<file path="src/hw/dpc_pkg.sv">
// Purpose: shared constants for the downstream port configuration registers
// Assumes: byte-wide register port, four downstream ports
// Notes: offsets are the register addresses seen on the register port
package dpc_pkg;
  // port count and data width
  localparam int unsigned DPC_PORTS = 4;
  localparam int unsigned DPC_DATA_W = 8;
  localparam int unsigned DPC_ADDR_W = 8;
  // register offsets
  localparam logic [7:0] DPC_ADDR_CHARGE = 8'h06;
  localparam logic [7:0] DPC_ADDR_REMOVABLE = 8'h07;
  localparam logic [7:0] DPC_ADDR_USED = 8'h08;
  // field layout
  localparam int unsigned DPC_OVR_BIT = 7;
  localparam int unsigned DPC_FIELD_LSB = 0;
  localparam int unsigned DPC_FIELD_MSB = 3;
  // reset and fill values
  localparam logic [3:0] DPC_FIELD_RST = 4'h0;
  localparam logic [3:0] DPC_USED_RST = 4'hF;
  localparam logic [3:0] DPC_RSVD4_ZERO = 4'h0;
  localparam logic [2:0] DPC_RSVD3_ZERO = 3'h0;
  localparam logic [7:0] DPC_UNMAPPED_DATA = 8'h00;
  localparam logic DPC_OVR_RST = 1'h0;
  // edges after reset release until the synchronised straps are valid
  localparam logic [1:0] DPC_STRAP_SETTLE = 2'h2;
  localparam logic [1:0] DPC_SETTLE_STEP = 2'h1;
endpackage

</file>
<file path="src/hw/dpc_field.sv">
// Purpose: one four-bit configuration field with a gated write and a preload
// Assumes: preload and write never both needed in one cycle; preload wins
// Notes: a write whose allow term is low leaves the field untouched
module dpc_field #(
  parameter int unsigned W = 4,
  parameter logic [W-1:0] RST_VAL = '0
) (
  // clock and reset
  input wire logic clk,
  input wire logic rst_n,
  // preload from straps
  input wire logic load,
  input wire logic [W-1:0] load_val,
  // register write
  input wire logic wr_en,
  input wire logic allow,
  input wire logic [W-1:0] wdata,
  // stored value
  output logic [W-1:0] q
);
  logic [W-1:0] field_q;
  logic [W-1:0] field_d;

  always_comb begin
    field_d = field_q;
    if (load) begin
      field_d = load_val;
    end else if (wr_en && allow) begin
      field_d = wdata;
    end
  end

  always_ff @(posedge clk or negedge rst_n) begin
    if (!rst_n) begin
      field_q <= RST_VAL;
    end else begin
      field_q <= field_d;
    end
  end

  assign q = field_q;
endmodule

</file>
<file path="src/hw/dpc_regs.sv">
// Purpose: downstream port configuration registers of a four-port hub
// Assumes: one register port shared by the eeprom loader and the serial host
// Notes: all outputs are registered, one cycle behind the stored state
// Operation
// - charge enables per port, bit 0 port 1; strap default; serial-bus writable
// - reserved upper bits of charge and removable registers read zero
// - override clear: removable, used, usb2-only read-only from one-time memory
// - override set: removable, used, usb2-only become writable
// - one write may set override and new removable value together
// - removable bit n set means device on port n+1 is removable
// - override clear: removable reads inverse of stored non-removable bits
// - used bit set enables port, bit 0 port 1; read-only without override
// - after reset used register holds four used bits set, upper clear
// - usb2-only set forces that port's usb2 side used regardless of used bit
module dpc_regs (
  // clock and reset
  input wire logic sys_clk,
  input wire logic resetn,
  // strap and mode pins
  input wire logic [dpc_pkg::DPC_PORTS-1:0] power_charge_strap,
  input wire logic serial_bus_mode,
  // one-time memory contents
  input wire logic [dpc_pkg::DPC_PORTS-1:0] otp_non_removable,
  input wire logic [dpc_pkg::DPC_PORTS-1:0] otp_port_used,
  input wire logic [dpc_pkg::DPC_PORTS-1:0] otp_legacy_speed_only,
  // register port
  input wire logic reg_wr_en,
  input wire logic reg_rd_en,
  input wire logic [dpc_pkg::DPC_ADDR_W-1:0] reg_addr,
  input wire logic [dpc_pkg::DPC_DATA_W-1:0] reg_wdata,
  output logic [dpc_pkg::DPC_DATA_W-1:0] reg_rdata,
  output logic reg_rd_valid,
  // usb2-only field write
  input wire logic lso_wr_en,
  input wire logic [dpc_pkg::DPC_PORTS-1:0] lso_wdata,
  // configuration outputs
  output logic [dpc_pkg::DPC_PORTS-1:0] charge_port_enable,
  output logic custom_port_override,
  output logic [dpc_pkg::DPC_PORTS-1:0] port_removable,
  output logic [dpc_pkg::DPC_PORTS-1:0] port_used,
  output logic [dpc_pkg::DPC_PORTS-1:0] legacy_speed_only,
  output logic [dpc_pkg::DPC_PORTS-1:0] port_usb2_used
);
  import dpc_pkg::*;

  logic [1:0] rst_sync_q;
  logic rst_n;
  logic [DPC_PORTS-1:0] strap_meta_q;
  logic [DPC_PORTS-1:0] strap_q;
  logic mode_meta_q;
  logic mode_q;
  logic [1:0] settle_q;
  logic strap_done_q;
  logic strap_load;
  logic wr_charge;
  logic wr_rmbl;
  logic wr_used;
  logic override_q;
  logic [DPC_PORTS-1:0] charge_q;
  logic [DPC_PORTS-1:0] rmbl_q;
  logic [DPC_PORTS-1:0] used_q;
  logic [DPC_PORTS-1:0] lso_q;
  logic [DPC_PORTS-1:0] rmbl_eff;
  logic [DPC_PORTS-1:0] used_eff;
  logic [DPC_PORTS-1:0] lso_eff;
  logic [DPC_DATA_W-1:0] rd_mux;
  logic [DPC_DATA_W-1:0] rdata_q;
  logic rd_valid_q;
  logic [DPC_PORTS-1:0] charge_out_q;
  logic ovr_out_q;
  logic [DPC_PORTS-1:0] rmbl_out_q;
  logic [DPC_PORTS-1:0] used_out_q;
  logic [DPC_PORTS-1:0] lso_out_q;
  logic [DPC_PORTS-1:0] usb2_out_q;
  logic post_rst_q;

  // reset release through two flops
  always_ff @(posedge sys_clk or negedge resetn) begin
    if (!resetn) begin
      rst_sync_q <= 2'h0;
    end else begin
      rst_sync_q <= {rst_sync_q[0], 1'h1};
    end
  end
  assign rst_n = rst_sync_q[1];

  // pin synchronisers
  always_ff @(posedge sys_clk or negedge rst_n) begin
    if (!rst_n) begin
      strap_meta_q <= DPC_FIELD_RST;
      strap_q <= DPC_FIELD_RST;
      mode_meta_q <= 1'h0;
      mode_q <= 1'h0;
    end else begin
      strap_meta_q <= power_charge_strap;
      strap_q <= strap_meta_q;
      mode_meta_q <= serial_bus_mode;
      mode_q <= mode_meta_q;
    end
  end

  // wait for the strap pipeline to fill, then take the straps once
  always_ff @(posedge sys_clk or negedge rst_n) begin
    if (!rst_n) begin
      settle_q <= 2'h0;
      strap_done_q <= 1'h0;
    end else begin
      if (settle_q != DPC_STRAP_SETTLE) begin
        settle_q <= settle_q + DPC_SETTLE_STEP;
      end
      if (strap_load) begin
        strap_done_q <= 1'h1;
      end
    end
  end
  assign strap_load = (settle_q == DPC_STRAP_SETTLE) && !strap_done_q;

  // address decode
  assign wr_charge = reg_wr_en && (reg_addr == DPC_ADDR_CHARGE);
  assign wr_rmbl = reg_wr_en && (reg_addr == DPC_ADDR_REMOVABLE);
  assign wr_used = reg_wr_en && (reg_addr == DPC_ADDR_USED);

  // override bit
  always_ff @(posedge sys_clk or negedge rst_n) begin
    if (!rst_n) begin
      override_q <= DPC_OVR_RST;
    end else if (wr_rmbl) begin
      override_q <= reg_wdata[DPC_OVR_BIT];
    end
  end

  // charge enables: writable only in serial-bus mode
  dpc_field #(.W(DPC_PORTS), .RST_VAL(DPC_FIELD_RST)) u_charge (
    .clk(sys_clk),
    .rst_n(rst_n),
    .load(strap_load),
    .load_val(strap_q),
    .wr_en(wr_charge),
    .allow(mode_q),
    .wdata(reg_wdata[DPC_FIELD_MSB:DPC_FIELD_LSB]),
    .q(charge_q)
  );

  // removable: allowed by the override value carried in the same write
  dpc_field #(.W(DPC_PORTS), .RST_VAL(DPC_FIELD_RST)) u_rmbl (
    .clk(sys_clk),
    .rst_n(rst_n),
    .load(1'h0),
    .load_val(DPC_FIELD_RST),
    .wr_en(wr_rmbl),
    .allow(reg_wdata[DPC_OVR_BIT]),
    .wdata(reg_wdata[DPC_FIELD_MSB:DPC_FIELD_LSB]),
    .q(rmbl_q)
  );

  dpc_field #(.W(DPC_PORTS), .RST_VAL(DPC_USED_RST)) u_used (
    .clk(sys_clk),
    .rst_n(rst_n),
    .load(1'h0),
    .load_val(DPC_FIELD_RST),
    .wr_en(wr_used),
    .allow(override_q),
    .wdata(reg_wdata[DPC_FIELD_MSB:DPC_FIELD_LSB]),
    .q(used_q)
  );

  dpc_field #(.W(DPC_PORTS), .RST_VAL(DPC_FIELD_RST)) u_lso (
    .clk(sys_clk),
    .rst_n(rst_n),
    .load(1'h0),
    .load_val(DPC_FIELD_RST),
    .wr_en(lso_wr_en),
    .allow(override_q),
    .wdata(lso_wdata),
    .q(lso_q)
  );

  // values in force: one-time memory unless overridden
  assign rmbl_eff = override_q ? rmbl_q : ~otp_non_removable;
  assign used_eff = override_q ? used_q : otp_port_used;
  assign lso_eff = override_q ? lso_q : otp_legacy_speed_only;

  // read mux, unmapped offsets read zero
  always_comb begin
    case (reg_addr)
      DPC_ADDR_CHARGE: rd_mux = {DPC_RSVD4_ZERO, charge_q};
      DPC_ADDR_REMOVABLE: rd_mux = {override_q, DPC_RSVD3_ZERO, rmbl_eff};
      DPC_ADDR_USED: rd_mux = {DPC_RSVD4_ZERO, used_eff};
      default: rd_mux = DPC_UNMAPPED_DATA;
    endcase
  end

  always_ff @(posedge sys_clk or negedge rst_n) begin
    if (!rst_n) begin
      rdata_q <= DPC_UNMAPPED_DATA;
      rd_valid_q <= 1'h0;
    end else begin
      rd_valid_q <= reg_rd_en;
      if (reg_rd_en) begin
        rdata_q <= rd_mux;
      end
    end
  end

  // registered configuration outputs
  always_ff @(posedge sys_clk or negedge rst_n) begin
    if (!rst_n) begin
      charge_out_q <= DPC_FIELD_RST;
      ovr_out_q <= DPC_OVR_RST;
      rmbl_out_q <= DPC_FIELD_RST;
      used_out_q <= DPC_USED_RST;
      lso_out_q <= DPC_FIELD_RST;
      usb2_out_q <= DPC_USED_RST;
    end else begin
      charge_out_q <= charge_q;
      ovr_out_q <= override_q;
      rmbl_out_q <= rmbl_eff;
      used_out_q <= used_eff;
      lso_out_q <= lso_eff;
      usb2_out_q <= used_eff | lso_eff;
    end
  end

  assign reg_rdata = rdata_q;
  assign reg_rd_valid = rd_valid_q;
  assign charge_port_enable = charge_out_q;
  assign custom_port_override = ovr_out_q;
  assign port_removable = rmbl_out_q;
  assign port_used = used_out_q;
  assign legacy_speed_only = lso_out_q;
  assign port_usb2_used = usb2_out_q;

  // helper: high in the first cycle after reset release
  always_ff @(posedge sys_clk or negedge rst_n) begin
    if (!rst_n) begin
      post_rst_q <= 1'h1;
    end else begin
      post_rst_q <= 1'h0;
    end
  end
endmodule

</file>
<file path="config.mk">
export PLATFORM = sky130hd
export DESIGN_NAME = dpc_regs
export DESIGN_NICKNAME = d
export VERILOG_FILES = /design/src/hw/dpc_pkg.sv /design/src/hw/dpc_field.sv /design/src/hw/dpc_regs.sv
export SDC_FILE = /design/constraint.sdc
export NUM_CORES = 1
export LEC_CHECK = 0
export BUFFER_PORTS_ARGS = -buffer_cell sky130_fd_sc_hd__buf_2
export CORE_MARGIN = 3
export CORE_UTILIZATION = 45
export DETAILED_ROUTE_END_ITERATION = 8
export PLACE_DENSITY = 0.78
export SETUP_SLACK_MARGIN = 0.1
export SLEW_MARGIN = 20
export SYNTH_ARGS = -nofsm -noshare
export SYNTH_HDL_FRONTEND = slang
export SYNTH_SLANG_ARGS = --single-unit
</file>
<file path="constraint.sdc">
create_clock -name sys_clk -period 1.6 [get_ports sys_clk]
set_input_delay 0.24 -clock sys_clk [delete_from_list [all_inputs] [get_ports sys_clk]]
set_output_delay 0.24 -clock sys_clk [all_outputs]
set_load 0.05 [all_outputs]
</file>
==> parameters.txt <==
Parameter                              Value

Status
  Outcome    finished, final reports clean

Clocking
  Master cell of the clock root buffer    clkbuf_8
  Number of CTS-inserted buffers    9
  Total clock sinks    59
  Clock tree from TritonCTS    built
  Number of levels the H-tree was split into    3
  Latest clock arrival within the worst-skew pair    0.32 ns
  Worst-path clk slew    0.07 ns
  Clock tree buffer depth    2

Run
  Number of max-cap violations    0

Pwr
  Total power    0.003370 W
  Maximum resistive drop on vdd    0.5467 mV
  Reported leakage power    1.425 nW
  Ratio of total power to cell area    1157 nW/µm²

Placed design
  Post-detailed-placement half-perimeter wirelength    3038 µm
  I/O Buffers    65
  Worst setup slack before clock tree synthesis    0.03514 ns
  Placer's final routability congestion estimate    0.8136
  Placed instance area    2691 µm²
  Total instance count after detailed placement    293

Global routing
  Pin count of the biggest net entering global routing    58
  Number of antenna violations at the first check in global routing    0
  GRT Total Usage    0.1571
  Grt ovf    0
  Vias in the first global route    1468
  Global-route wire length before repair    6975 µm

Layout
  Finished Layout Cells    310
  Synthesis-to-layout area growth    30.07%
  Layout cells sized above 1    0.5267
  Nets@finish    281
  Layout Cell Area excl Fill    2912 µm²
  Commonest non-fill, non-tap cell in the layout    buf_2
  Antenna diodes    0
  Most frequent cells in the layout    buf_2, dfrtp_1, mux2_2, clkbuf_8, dfstp_2

Timing
  Final number of setup-violating endpoints    0
  Fin worst setup slack    0.1990 ns
  Final-report max-slew violation count    0
  Period minus WS final    1.401 ns
  Number of hold-slack violations in the final timing report    0
  Final worst-path cycle share    0.8756
  Unrepaired setup endpoints after global routing    false
  Top achievable clock speed    713.8 MHz
  Fin Setup TNS    0 ns
  Largest clock skew in the final design    0.009552 ns

Logic synthesis
  Mean instance size in the synthesized netlist    14.17 µm²
  Netlist area before placement    2238 µm²
  Synthesis-stage register bit count    59
  Post-synth cell types    38
  Commonest register cell after synthesis    dfrtp_1
  Share of flip-flops with an asynchronous set or reset    1.000
  Number of synthesis warnings    0
  Sequential element share of the synthesized area    0.6663
  Cells after synthesis    158
  Number of flops mapped to enable cells by yosys    0

Setup path
  Required time of the worst setup path    1.82 ns
  Sort of element at the end of the critical path    flop
  CP Launch Type    flop
  CP Max Fanout    13
  Critical path class    flop to flop
  Data arrival time of the critical path    1.62 ns

Detailed routing
  Routed len/inst    13.36 µm
  Antenna-violating nets left    0
  DRT Wirelength    4142 µm
  Final routed DRC violation total    0
  Detail-routed via count per cell    4.665
  Detailed-route via count    1446
  Number of DRC violations after detailed-routing iteration 0    71
  Detailed-routing iteration count for the pre-antenna-repair pass    4

Floorplanning
  Area of the core region    4755 µm²
  Number of top-level pins    72
  Starting density of the core    0.4708
  Cell row count    25
  X dimension of the die    76.53 µm
  Die footprint    5857 µm²
  Height of the die    76.53 µm

Hold path
  Worst min-delay path class    input pin to flop
per-layer routing:
layer / global-route usage / vias to the layer above / wire length (µm)
li1: - / 687 / -
met1: 0.1900 / 696 / 1774
met2: 0.2452 / 55 / 2030
met3: 0.04965 / 8 / 248
met4: 0.09601 / 0 / 89
met5: 0 / - / 0
final cells by class:
cell class / instances / area, µm²
flip-flops and latches: 59 / 1493
fillers: 411 / 1843
repair buffers: 75 / 415.4
clock buffers: 15 / 176.4
clock inverters: 1 / 30.03
inverters: 9 / 33.78
multi-input cells: 84 / 679.4
well taps: 67 / 83.83
kinds of logic (layout without fill, tap and decap cells):
kind of cell	Yosys count	count (layout)	share of synthesized area
other	2	4	0.003355
buffers and inverters	17	100	0.03521
xor gates and xnor gates	1	1	0.003914
DFF	59	59	0.6663
adders and majority gates	1	1	0.005589
muxes	27	27	0.1370
and+or+nand+nor	34	34	0.09782
AOI/OAI and AO/OA	17	17	0.05087
metrics by stage:
step / hold slack (ns) / util
2_1_floorplan: -0.05559 / -
3_3_place_gp: 0.02553 / 0.5661
3_5_place_dp: 0.02724 / 0.5661
4_1_cts: 0.002573 / 0.6116
5_1_grt: 0.002188 / 0.6124
6_report: 0.02082 / 0.6124
power by group:
group | internal (W) | switching [W]
combinational | 0.000130 | 0.000250
sequential | 0.00159 | 0.0000290
clock | 0.000850 | 0.000525
worst paths after layout:
path,slack [ns],depth (start not counted),end,from
hold reg to reg,0.24,1,strap_q[1],rst_sync_q[1]
setup reg to reg,0.20,5,reg_rdata[1],override_q
hold / removal,0.02,1,strap_meta_q[3],power_charge_strap[3]
setup / recovery,0.20,5,reg_rdata[1],override_q
max in group asynchronous,1.04,1,u_used.q[2],rst_sync_q[1]
min in group asynchronous,0.23,2,rst_sync_q[1],resetn
cell usage after synthesis, drive strengths merged, types with 2 or more instances:
master | number | area (µm²)
a21oi | 4 | 20.02
buf | 6 | 36.28
clkbuf | 2 | 8.750
conb | 2 | 7.510
dfrtp | 47 | 1176
dfstp | 12 | 315.3
inv | 9 | 33.78
mux2 | 17 | 206.5
mux2i | 10 | 100.1
nand2 | 8 | 30.03
nand2b | 3 | 18.77
nand3 | 6 | 42.54
nand4 | 2 | 12.51
nor2 | 4 | 15.01
nor3b | 2 | 20.02
o21ai | 5 | 25.02
o2bb2ai | 2 | 17.52
or2 | 3 | 18.77
what timing repair did:
| item | CTS | global route |
|---|---|---|
| hold buffers | 1 | 0 |
| resized for setup | 0 | 1 |
| endpoints found under the hold margin | 2 | 0 |
| setup endpoints to repair | 0 | 1 |
| setup buffers | 0 | 0 |
worst max-delay path, stage by stage (launching register included):
cell,delay (ns)
dfrtp_1,0.35
buf_4,0.22
mux2i_2,0.26
o2bb2ai_1,0.08
a22o_1,0.19
a31o_2,0.20
registers in the layout, summed over array words and instances, names as in the netlist:
signal / cells
port_removable: 4
override_q: 1
u_charge.q: 4
mode_meta_q: 1
strap_done_q: 1
legacy_speed_only: 4
rst_sync_q: 2
port_used: 4
port_usb2_used: 4
u_used.q: 4
settle_q: 2
strap_q: 4
mode_q: 1
u_lso.q: 4
custom_port_override: 1
u_rmbl.q: 4
reg_rd_valid: 1
strap_meta_q: 4
reg_rdata: 5
charge_port_enable: 4
Note: power is estimated with default switching activity, not from simulation.
